## config.mk

```make
export PLATFORM = sky130hd
export DESIGN_NAME = cpu_control_decode
export DESIGN_NICKNAME = d
export VERILOG_FILES = /design/src/core/cpu_control_decode.v
export VERILOG_INCLUDE_DIRS = /design/src /design/src/core
export SDC_FILE = /design/constraint.sdc
export NUM_CORES = 1
export LEC_CHECK = 0
export BUFFER_PORTS_ARGS = -buffer_cell sky130_fd_sc_hd__buf_2
export CORE_MARGIN = 2
export CORE_UTILIZATION = 48
export CTS_BUF_LIST = sky130_fd_sc_hd__clkbuf_8
export DETAILED_ROUTE_END_ITERATION = 8
export PLACE_DENSITY_LB_ADDON = 0.1
export SLEW_MARGIN = 20
export SYNTH_ARGS = -nofsm -noshare
export SYNTH_HDL_FRONTEND = slang
export SYNTH_SLANG_ARGS = --single-unit
```

## constraint.sdc

```tcl
create_clock -name CLK_SYS -period 1.9 [get_ports CLK_SYS]
set_clock_uncertainty 0.05 [all_clocks]
set_input_delay 0.095 -clock CLK_SYS [delete_from_list [all_inputs] [get_ports CLK_SYS]]
set_output_delay 0.095 -clock CLK_SYS [all_outputs]
set_load 0.05 [all_outputs]
```

## src/core/cpu_ctl_consts.vh

```
`ifndef CPU_CTL_CONSTS_VH
`define CPU_CTL_CONSTS_VH
// processor-control opcodes
`define OP_DIR_SET        8'hFD
`define OP_INT_CLR        8'hFA
`define OP_INT_SET        8'hFB
`define OP_HALT           8'hF4
`define OP_WAIT           8'h9B
`define OP_LOCK           8'hF0
`define ESC_TOP           5'h1B
// clock counts per instruction
`define CYC_SHORT         4'h2
`define CYC_WAIT          4'h3
`define CYC_ESC_BASE      4'h7
// flag bit positions
`define FLAG_CARRY        0
`define FLAG_ZERO         6
`define FLAG_SIGN         7
`define FLAG_TRAP         8
`define FLAG_INT          9
`define FLAG_DIR          10
`define FLAG_OVF          11
// reset values
`define RST_FLAGS         16'h0000
`define RST_CODE_SEG      16'hFFFF
`define RST_SEG           16'h0000
`define RST_IP            16'h0000
// vector slot spacing in bytes
`define VEC_BYTES         4
// register-port offsets
`define REG_FLAGS         4'h0
`define REG_CODE_SEG      4'h1
`define REG_IP            4'h2
`define REG_DATA_SEG      4'h3
`define REG_STACK_SEG     4'h4
`define REG_EXTRA_SEG     4'h5
`define REG_STATUS        4'h6
`define REG_COUNT         4'h7
`endif

```

## src/core/cpu_control_decode.v

```verilog
// Contract
// - d bit set means register is destination
// - w bit set means word, clear byte
// - s:w 01 takes full 16-bit immediate
// - s:w 11 sign-extends one immediate byte
// - v clear count one, set low count byte
// - string repeat compares z bit with zero flag
// - above/below uses carry and zero flags
// - greater/less uses signed sign/overflow/zero flags
// - reset clears flags, data, stack, extra segments
// - reset loads code segment ones, pointer zero
// - reset leaves general registers untouched
// - types 0-4 vectors at type times four
// - direction set opcode sets flag, 2 clocks
// - interrupt clear opcode clears flag, 2 clocks
// - interrupt set opcode sets flag, 2 clocks
// - halt opcode, 2 clocks, no flags
// - wait opcode, 3 clocks base, no flags
// - lock prefix, 2 clocks, next instruction
// - escape 11011xxx, 7 plus address time
// shared opcode, offset and timing constants
`include "cpu_ctl_consts.vh"
module cpu_control_decode (
    // clock and reset
    input  wire        CLK_SYS,
    input  wire        RST,
    // instruction stream
    input  wire        OP_VALID,
    input  wire [7:0]  OP_BYTE,
    input  wire [7:0]  MODRM_BYTE,
    input  wire [15:0] IMM_DATA,
    input  wire [7:0]  SHIFT_COUNT_LOW_BYTE,
    input  wire [3:0]  EFFECTIVE_ADDRESS_TIME,
    input  wire [15:0] EA_IN,
    input  wire        BUSY_PIN,
    // interrupt pins, asynchronous
    input  wire        NMI_PIN,
    input  wire        INTR_PIN,
    // condition query
    input  wire [3:0]  COND_SEL,
    input  wire [15:0] ALU_FLAGS,
    // register port
    input  wire [3:0]  REG_ADDR,
    input  wire [15:0] REG_WDATA,
    input  wire        REG_WR,
    input  wire        REG_RD,
    output reg  [15:0] REG_RDATA,
    // decode results
    output wire        OP_READY,
    output reg         DIR_TO_REG,
    output reg         WORD_OP,
    output reg  [15:0] IMM_OPERAND,
    output reg  [7:0]  SHIFT_COUNT,
    output wire        REPEAT_GO,
    output wire        COND_TRUE,
    output reg  [9:0]  VECTOR_ADDR,
    // bus side
    output reg         BUS_LOCK,
    output reg         ESC_READ,
    output reg  [15:0] ESC_ADDR,
    output wire        FETCH_EN,
    output wire [19:0] FETCH_ADDR,
    output reg         HALTED
);
    // decodes the processor-control opcodes and the
    // common option bits, holds the registers that
    // reset forces, and drives lock, escape and fetch
    // signals toward the system bus.
    // one clock, synchronous reset
    // architectural registers
    reg [15:0] flags_q;          // flag word
    reg [15:0] code_seg_q;       // code segment
    reg [15:0] ip_q;             // instruction pointer
    reg [15:0] data_segment_q;   // data segment
    reg [15:0] stack_seg_q;      // stack segment
    reg [15:0] extra_segment_q;  // extra segment
    // sequencing state
    reg [3:0]  busy_cnt_q;       // clocks left for current op
    reg        lock_pend_q;      // prefix seen, next op locked
    reg        lock_inst_q;      // locked op in progress
    reg        wait_q;           // waiting on busy pin
    reg        z_bit_q;          // repeat z bit of last opcode
    // synchronisers
    reg [1:0]  nmi_s;            // nmi pin chain
    reg [1:0]  intr_s;           // intr pin chain
    reg [1:0]  busy_s;           // busy pin chain
    reg        nmi_prev_q;       // edge detect on synced nmi

    // escapes share the top five bits 11011
    // is byte an escape opcode
    function is_esc;
        input [7:0] op;
        begin
            is_esc = (op[7:3] == `ESC_TOP);
        end
    endfunction

    // is byte one of the counted control opcodes
    // these carry their own clock count, so a locked
    // one keeps the bus until its count runs out
    function is_ctl;
        input [7:0] op;
        begin
            is_ctl = (op == `OP_DIR_SET) || (op == `OP_INT_CLR) ||
                     (op == `OP_INT_SET) || (op == `OP_HALT) ||
                     (op == `OP_WAIT) || (op == `OP_LOCK);
        end
    endfunction

    // ready drops while an op counts down, while halted
    // and while wait holds for the busy pin.
    // fetch address is the code segment shifted by four
    // plus the pointer; the sum wraps at 20 bits
    // take an opcode only when idle and not halted
    assign OP_READY   = (busy_cnt_q == 4'h0) && !HALTED && !wait_q;
    assign FETCH_EN   = !HALTED;
    assign FETCH_ADDR = {code_seg_q, 4'h0} + {4'h0, ip_q};

    // an opcode is taken at the edge where both are high
    wire take    = OP_VALID && OP_READY;
    wire nmi_rise = nmi_s[1] && !nmi_prev_q;
    // halt ends on an nmi edge or an enabled intr level
    wire wake    = nmi_rise || (intr_s[1] && flags_q[`FLAG_INT]);

    // pins come from outside the clock domain; only the
    // second flop is read, the first may go metastable.
    // nmi acts on a rising edge of the synced level, so
    // the previous sample is kept beside it
    // two-flop synchronisers for pins
    always @(posedge CLK_SYS) begin
        if (RST) begin
            // pins read as idle while reset holds
            nmi_s      <= 2'h0;
            intr_s     <= 2'h0;
            busy_s     <= 2'h0;
            nmi_prev_q <= 1'b0;
        end else begin
            // shift each pin one flop further in
            nmi_s      <= {nmi_s[0], NMI_PIN};
            intr_s     <= {intr_s[0], INTR_PIN};
            busy_s     <= {busy_s[0], BUSY_PIN};
            nmi_prev_q <= nmi_s[1];
        end
    end

    // unsigned tests use carry and zero only; signed
    // tests compare sign with overflow, so a result
    // that wrapped still orders correctly.
    // unused selects answer false
    // condition evaluation from alu flags
    reg cond_v;
    always @* begin
        case (COND_SEL)
            4'h0: cond_v = !ALU_FLAGS[`FLAG_CARRY] && !ALU_FLAGS[`FLAG_ZERO];
            4'h1: cond_v = !ALU_FLAGS[`FLAG_CARRY];
            4'h2: cond_v = ALU_FLAGS[`FLAG_CARRY];
            4'h3: cond_v = ALU_FLAGS[`FLAG_CARRY] || ALU_FLAGS[`FLAG_ZERO];
            4'h4: cond_v = !ALU_FLAGS[`FLAG_ZERO] &&
                           (ALU_FLAGS[`FLAG_SIGN] == ALU_FLAGS[`FLAG_OVF]);
            4'h5: cond_v = ALU_FLAGS[`FLAG_SIGN] == ALU_FLAGS[`FLAG_OVF];
            4'h6: cond_v = ALU_FLAGS[`FLAG_SIGN] != ALU_FLAGS[`FLAG_OVF];
            4'h7: cond_v = ALU_FLAGS[`FLAG_ZERO] ||
                           (ALU_FLAGS[`FLAG_SIGN] != ALU_FLAGS[`FLAG_OVF]);
            // selects 8..15 are not conditions
            default: cond_v = 1'b0;
        endcase
    end
    assign COND_TRUE = cond_v;
    // z of the latched opcode against the live zero flag
    // repeat continues while z bit matches zero flag
    assign REPEAT_GO = (z_bit_q == ALU_FLAGS[`FLAG_ZERO]);

    // the option bits sit in the low two opcode bits:
    // bit 1 reads as d, s or v and bit 0 as w or z,
    // by opcode family; all readings are latched
    // together and the consumer picks the one it needs.
    // the immediate low byte arrives first
    // operand option decode, registered on take
    always @(posedge CLK_SYS) begin
        if (RST) begin
            DIR_TO_REG  <= 1'b0;
            WORD_OP     <= 1'b0;
            IMM_OPERAND <= 16'h0000;
            SHIFT_COUNT <= 8'h00;
            z_bit_q     <= 1'b0;
        end else if (take) begin
            // option fields are captured only on accept
            DIR_TO_REG <= OP_BYTE[1];
            WORD_OP    <= OP_BYTE[0];
            z_bit_q    <= OP_BYTE[0];
            // s:w 01 word, 11 sign-extended byte, else byte
            // immediate width from s:w
            if (OP_BYTE[1:0] == 2'b11)
                IMM_OPERAND <= {{8{IMM_DATA[7]}}, IMM_DATA[7:0]};
            else if (OP_BYTE[1:0] == 2'b01)
                IMM_OPERAND <= IMM_DATA;
            else
                IMM_OPERAND <= {8'h00, IMM_DATA[7:0]};
            // shift count source from v
            SHIFT_COUNT <= OP_BYTE[1] ? SHIFT_COUNT_LOW_BYTE : 8'h01;
        end
    end

    // vector slot for types 0..4 from condition select
    // each slot is four bytes, offset then segment;
    // higher types have no reserved slot here and read
    // as zero, so a stray select is harmless
    always @(posedge CLK_SYS) begin
        if (RST)
            VECTOR_ADDR <= 10'h000;
        else if (COND_SEL <= 4'h4)
            VECTOR_ADDR <= {4'h0, COND_SEL, 2'b00};
        else
            VECTOR_ADDR <= 10'h000;
    end

    // one process owns every architectural register so
    // a software write and an opcode in one cycle are
    // resolved in one place: the opcode, written later,
    // wins for the bits that it changes.
    // busy_cnt_q holds the clocks left after the accept
    // clock, so an N clock op drops ready for N-1
    // cycles after it is taken
    // control opcode execution and register state
    always @(posedge CLK_SYS) begin
        if (RST) begin
            // flags, segments and pointer, plus sequencing state and bus outputs
            flags_q         <= `RST_FLAGS;
            data_segment_q  <= `RST_SEG;
            stack_seg_q     <= `RST_SEG;
            extra_segment_q <= `RST_SEG;
            code_seg_q      <= `RST_CODE_SEG;
            ip_q            <= `RST_IP;
            busy_cnt_q      <= 4'h0;
            lock_pend_q     <= 1'b0;
            lock_inst_q     <= 1'b0;
            wait_q          <= 1'b0;
            HALTED          <= 1'b0;
            BUS_LOCK        <= 1'b0;
            ESC_READ        <= 1'b0;
            ESC_ADDR        <= 16'h0000;
        end else begin
            // escape read is a one-cycle pulse by default
            ESC_READ <= 1'b0;

            // countdown of instruction clocks
            if (busy_cnt_q != 4'h0)
                busy_cnt_q <= busy_cnt_q - 4'h1;

            // locked op ends when its clocks run out
            // the lock must drop on the last counted clock
            if (lock_inst_q && busy_cnt_q == 4'h1) begin
                lock_inst_q <= 1'b0;
                BUS_LOCK    <= 1'b0;
            end

            // wait holds until busy pin drops
            // the busy pin is read only after its two flops
            if (wait_q && !busy_s[1] && busy_cnt_q <= 4'h1)
                wait_q <= 1'b0;

            // halt wakes on interrupt
            if (HALTED && wake)
                HALTED <= 1'b0;

            // software register writes
            // unmapped offsets drop writes; status is read-only
            if (REG_WR) begin
                case (REG_ADDR)
                    `REG_FLAGS:     flags_q         <= REG_WDATA;
                    `REG_CODE_SEG:  code_seg_q      <= REG_WDATA;
                    `REG_IP:        ip_q            <= REG_WDATA;
                    `REG_DATA_SEG:  data_segment_q  <= REG_WDATA;
                    `REG_STACK_SEG: stack_seg_q     <= REG_WDATA;
                    `REG_EXTRA_SEG: extra_segment_q <= REG_WDATA;
                    default: ;
                endcase
            end

            // accept: advance the pointer and decode the
            // opcode; escapes are told by their top five
            // bits, the rest by a full match
            if (take) begin
                ip_q <= ip_q + 16'h0001;
                // a prefix carries lock into next op
                if (lock_pend_q && OP_BYTE != `OP_LOCK) begin
                    lock_pend_q <= 1'b0;
                    lock_inst_q <= 1'b1;
                end
                if (is_esc(OP_BYTE)) begin
                    // seven clocks plus address time, less the accept clock
                    busy_cnt_q <= `CYC_ESC_BASE + EFFECTIVE_ADDRESS_TIME - 4'h1;
                    // mod 11 names a register, so no bus read
                    if (MODRM_BYTE[7:6] != 2'b11) begin
                        ESC_READ <= 1'b1;
                        ESC_ADDR <= EA_IN;
                    end
                end else begin
                    case (OP_BYTE)
                        // string direction to decrement
                        `OP_DIR_SET: begin
                            flags_q[`FLAG_DIR] <= 1'b1;
                            busy_cnt_q <= `CYC_SHORT - 4'h1;
                        end
                        // mask the interrupt request pin
                        `OP_INT_CLR: begin
                            flags_q[`FLAG_INT] <= 1'b0;
                            busy_cnt_q <= `CYC_SHORT - 4'h1;
                        end
                        // unmask the interrupt request pin
                        `OP_INT_SET: begin
                            flags_q[`FLAG_INT] <= 1'b1;
                            busy_cnt_q <= `CYC_SHORT - 4'h1;
                        end
                        // stop fetching until woken
                        `OP_HALT: begin
                            HALTED     <= 1'b1;
                            busy_cnt_q <= `CYC_SHORT - 4'h1;
                        end
                        // hold until the busy pin drops
                        `OP_WAIT: begin
                            wait_q     <= 1'b1;
                            busy_cnt_q <= `CYC_WAIT - 4'h1;
                        end
                        // lock the bus through the next op
                        `OP_LOCK: begin
                            lock_pend_q <= 1'b1;
                            BUS_LOCK    <= 1'b1;
                            busy_cnt_q  <= `CYC_SHORT - 4'h1;
                        end
                        // other opcodes belong to other units
                        default: busy_cnt_q <= 4'h0;
                    endcase
                end
                // other ops hold the lock for their single clock
                if (lock_pend_q && !is_ctl(OP_BYTE) && !is_esc(OP_BYTE)) begin
                    lock_inst_q <= 1'b0;
                    BUS_LOCK    <= 1'b0;
                end
            end
        end
    end
    // the general, pointer and index registers are kept
    // by the datapath; they are not in this block and
    // reset has no path to them
    // general registers live outside; reset never touches them

    // read data stand only in the cycle after the
    // strobe and return to zero otherwise, so a stale
    // value is never taken for a fresh read.
    // status packs wait, pending lock, lock and halt;
    // count shows the clocks left of the current op
    // register read port, data one cycle after strobe
    always @(posedge CLK_SYS) begin
        if (RST)
            REG_RDATA <= 16'h0000;
        else if (REG_RD) begin
            case (REG_ADDR)
                `REG_FLAGS:     REG_RDATA <= flags_q;
                `REG_CODE_SEG:  REG_RDATA <= code_seg_q;
                `REG_IP:        REG_RDATA <= ip_q;
                `REG_DATA_SEG:  REG_RDATA <= data_segment_q;
                `REG_STACK_SEG: REG_RDATA <= stack_seg_q;
                `REG_EXTRA_SEG: REG_RDATA <= extra_segment_q;
                `REG_STATUS:    REG_RDATA <= {12'h000, wait_q, lock_pend_q,
                                              BUS_LOCK, HALTED};
                `REG_COUNT:     REG_RDATA <= {12'h000, busy_cnt_q};
                default:        REG_RDATA <= 16'h0000;
            endcase
        end else
            REG_RDATA <= 16'h0000;
    end
endmodule

```

======== Word-level counts from Yosys, hierarchy flattened ========
Index checks and enable logic that the tools add are counted.
word-level totals
  register bits after elaboration ......... 181
  bits in latches ......................... 0
  RAM bits ................................ 0
  ROM bits ................................ 0
  bits of input ports ..................... 108
  output and inout bits ................... 95
  logic and storage cells ................. 153
  memories ................................ 0
cells by class
  add/subtract/negate cells ............... 5
  multipliers ............................. 0
  div/mod/pow operators ................... 0
  magnitude comparators ................... 2
  eq/ne operators ......................... 29
  shift operators ......................... 0
  multiplexer cells ....................... 39
  bitwise logic cells ..................... 4
  reductions and logical operators ........ 48
operators by type and width
  kind                                                                    number
  16-bit one-hot mux with 8 select lines                                  1
  16-bit 2-to-1 mux                                                       5
  8-bit equality test (second input constant)                             6
  4-bit by 3-bit equality test with 1-bit output (second input constant)  8
  1-bit 2-to-1 mux                                                        22
  11-bit 2-to-1 mux                                                       2
  20-bit by 16-bit adder with 20-bit output                               1
  16-bit by 1-bit adder with 16-bit output (second input constant)        1
  4-bit by 2-bit equality test with 1-bit output (second input constant)  4
  1-bit logical AND                                                       14
  4-bit by 1-bit equality test with 1-bit output (second input constant)  3
  4-bit zero test                                                         3
  4-bit 2-to-1 mux                                                        3
  2-bit AND reduction                                                     6
  1-bit zero test                                                         8
  1-bit logical OR                                                        8
  8-bit 2-to-1 mux                                                        1
  8-bit != test (second input constant)                                   1
  1-bit one-hot mux with 8 select lines                                   1
  4-bit by 1-bit subtractor with 4-bit output (second input constant)     2
  2-bit nonzero test                                                      3
  5-bit equality test (second input constant)                             1
  5-bit OR reduction                                                      1
  3-bit by 4-bit adder with 4-bit output (first input constant)           1
  other kinds (15)                                                        21

======== Logic depth before layout (Yosys ltp) ========
  word-level depth ........................ 11
  mapped depth ............................ 10
  gate-level depth less buffers ........... 7

======== Worst setup path after synthesis ========
OpenSTA, ideal clock, no wires.
  path type ............................... register to output
  from .................................... register ip_q[4]
  to ...................................... output port FETCH_ADDR[18]
  arrival time ............................ 3,114 ps
  required time ........................... 1,755 ps
  path slack .............................. -1,359 ps
  cell stages (with the launch flop) ...... 7
  path buffers ............................ 0
  cell sequence ........................... dfxtp_1 ha_1 fa_1 a21o_1 a221oi_1 nand2b_1 o311ai_0
between the ends
  longest elaborated chain between the ends .. 1
RTL lines
  element                                    RTL line                  source
  from (decl)                                cpu_control_decode.v:73   reg [15:0] ip_q;
  from (signal assigned)                     cpu_control_decode.v:233  ip_q <= `RST_IP;
  from (signal assigned)                     cpu_control_decode.v:284  ip_q <= ip_q + 16'h0001;
  20-bit by 16-bit adder with 20-bit output  cpu_control_decode.v:117  assign FETCH_ADDR = {code_seg_q, 4'h0} + {4'h0, ip_q};
  to (decl)                                  cpu_control_decode.v:62   output wire [19:0] FETCH_ADDR,
No other way between the ends.

======== Final worst setup path ========
  from .................................... register ip_q[5]
  to ...................................... output port FETCH_ADDR[19]
The elaborated chain is that of the path after synthesis.

==> impl_metrics.toml <==
[status]
status = "finished with violations"
violations = "setup timing"

[placement]
hpwl_mm = 18.0
port_buffers = 178
gp_congestion = 0.896
post_dp_cell_area_um2 = 10100

[logic_synthesis]
synthAdderAreaFrac_pct = 2.76
synth_compound_area_share_pct = 19.3
avgSynthCellArea_um2 = 7.94
synth_area_um2 = 7980
synth_xor_area_share_pct = 1.76
yosysSeqAreaShare_pct = 43.9
yosysWarningCount = 0
synth_edf_count = 0
synth_ff_type = "dfxtp_1"
synthArstFlopShare_pct = 0
synthSimpleGateAreaFrac_pct = 26.8
synth_seq_cells = 175
synth_top_family_by_area = "simple AND/OR/NAND/NOR gates"
yosys.cell_types.count = 65
synthCells = 1006
synthMuxAreaShare_pct = 0.658

[timing]
setup-tns-final_ps = -11060
setup_slack_ps = -695
fin_crit_ps = 2590
holdWs_ps = 54.0
finalHoldViolCount = 0
max_freq_ghz = 0.385
min_period_over_period_pct = 137
worstMarginPinSlew_ps = 679
slew-limit-headroom_pct = 54.6
slew_violations = 0
setup_viol_count_final = 62
rsz0062_at_grt = "yes"

[floorplan]
io_pins = 203
initial_utilization_pct = 48.7
die_h_um = 133
die_w_um = 133
core_um2 = 16400
dieArea_um2 = 17700
rows = 47

[setup_path]
r2r_end = "ESC_ADDR[11]"
crit_type = "reg2out"
start_kind = "flip-flop"
cp.depth = 8
r2r_setup_slack_ps = -160
crit_family = "compound AO/OA/AOI/OAI gates"
crit_path_end_kind = "primary output"
reg2reg_from = "busy_cnt_q[1]"
crit_chain = "ha_4, a211o_1, a21oi_2, buf_4, or2_4, mux2i_1, nand4_1, buf_6"
cp.arrival_ps = 2450
worst-path-buf-inv = 2
rr_worst_depth = 10
worstPathMaxFanout = 3
critPathMaxStageDelay_ps = 380
cp-startpoint = "ip_q[5]"
slowest_stage = "dfxtp_4"
cp.required_ps = 1750
crit_end = "FETCH_ADDR[19]"

[route]
routed-via-count = 9050
drtPass1Iterations = 6
wl_per_cell_um = 19.0
drc = 0
viasPerCell = 5.67
drt-initial-drc-count = 776
postRouteAntennaNets = 0
wl_mm = 30.3

[cts]
clockRootBuffer = "clkbuf_8"
clk_latency_ps = 470
cts_buffer_depth = 2
clk_pin_slew_ps = 100
htree_levels = 4
clkSinkCount = 175
cts_made_buffers = 17
cts_tree = "yes"

[final_layout]
num_antenna_cells = 0
final_common_cell = "nand2_1"
seqCellArea_um2 = 3520
area_growth_syn_to_layout_pct = 56.2
final_cell_area_um2 = 12500
layout-drive-gt1-share_pct = 39.4
final_core_util_pct = 76.0
layout_common_cells = "241 x nand2_1, 165 x dfxtp_1, 160 x buf_2"
fin_nets = 1488
multiInputGateArea_um2 = 5100
nFillCells = 1111

[global_route]
antenna_found_initial = 0
grt_pass1_wl_mm = 42.8
first_global_vias = 8453
grtUsageTotal_pct = 30.3
grt_max_degree = 69
grt-ovfl-total = 0

[power_and_ir_drop]
p_leak_uw = 0.00517
ir_drop_mv = 0.869
p_per_area_nw_per_um2 = 1010

[worst_hold_path]
worstHoldPathType = "in2reg"

[job]
maxCapViolCount = 0
==> state kept, by name, summed over array words and instances, names as in the netlist, 2 cells and up <==
name / count
data_segment_q: 16
extra_segment_q: 16
intr_s: 2
ip_q: 16
flags_q: 16
SHIFT_COUNT: 8
busy_s: 2
VECTOR_ADDR: 4
REG_RDATA: 16
busy_cnt_q: 4
ESC_ADDR: 16
code_seg_q: 16
stack_seg_q: 16
nmi_s: 2
IMM_OPERAND: 16
==> metal layers <==
layer,global-route usage [%],up-vias,wire [µm],share of wire (%)
met5,0,-,0,0
met4,9.32,0,989,3.3
li1,-,4219,-,-
met2,51.3,478,14900,49
met1,38.1,4259,11600,38
met3,7.39,94,2720,9.0
==> power by group <==
group / switching [µW] / internal [µW]
registers: 203 / 3920
clock network: 1510 / 1350
logic: 3230 / 2370
total: 4940 / 7640
==> how the worst min path moves through the flow <==
stage / from / to / cells after the start / slack (ps)
after floorplan: COND_SEL[0] / VECTOR_ADDR[2] / 1 / 170
after global placement: BUSY_PIN / busy_s[0] / 2 / 250
after detailed placement: NMI_PIN / nmi_s[0] / 2 / 260
after CTS: OP_BYTE[6] / wait_q / 4 / 20
after global routing: EFFECTIVE_ADDRESS_TIME[2] / busy_cnt_q[2] / 5 / 50
final: OP_BYTE[6] / wait_q / 4 / 50
==> logic make-up (layout without fill, tap and decap cells) <==
| kind of cell | count (synthesis) | count (layout) |
|---|---|---|
| multiplexers | 5 | 5 |
| XOR/XNOR | 16 | 16 |
| AND/OR/NAND/NOR | 462 | 462 |
| adder cells (fa/ha/maj) | 17 | 17 |
| other | 1 | 7 |
| flip-flops | 175 | 175 |
| AO/OA/AOI/OAI | 247 | 247 |
| buffers and inverters | 83 | 447 |
==> repair_timing <==
action | in CTS | in global routing
cloned | 0 | 3
pin swaps | 52 | 87
endpoints found under the hold margin | 147 | 0
hold buffers | 75 | 0
buffers inserted | 9 | 10
endpoints found under the setup margin | 65 | 80
gates resized for setup | 76 | 166
==> per-stage QoR <==
| stage | cells | total power, µW | setup slack, ps |
|---|---|---|---|
| final | 1596 | 12600 | -695 |
| after global routing | 1596 | 13000 | -812 |
| after CTS | 1584 | 11700 | -731 |
| after detailed placement | 1468 | 8200 | -379 |
| after global placement | 1468 | 8170 | -354 |
| after floorplan | 1012 | 6980 | -400 |
==> worst register-to-register path: stages, from the launching register on <==
cell and delay, ps:
dfxtp_2 330, inv_2 70, ha_4 130, or3b_4 420, buf_6 140, nor2_4 120
buf_6 150, and3_4 220, clkbuf_16 190, nand2_4 60, a21oi_2 140
==> synth_stat cells, drive strengths merged, types with 9 or more instances <==
cell type  number  area [µm²]
nand2         269        1010
dfxtp         175        3500
a21oi         128         641
nand3          47         235
nor2           42         165
clkbuf         41         154
buf            32         195
a31oi          22         138
o21ai          19        95.1
a22oi          17         128
nor3           17         100
a222oi         16         160
ha             16         200
nor2b          13        81.3
and2           12        75.1
xnor2          12         105
inv            10        37.5
nand2b         10        62.6
and3            9        56.3
==> area by class of cell <==
type                       instances  area share (%)
clock inverter                    15            1.58
clock buffer                      17            1.88
timing repair buffer             405            24.9
multi-input combinational        754            40.9
inverter                          10           0.301
sequential                       175            28.2
tap                              220            2.21
Note: power is estimated with default switching activity, not from simulation.
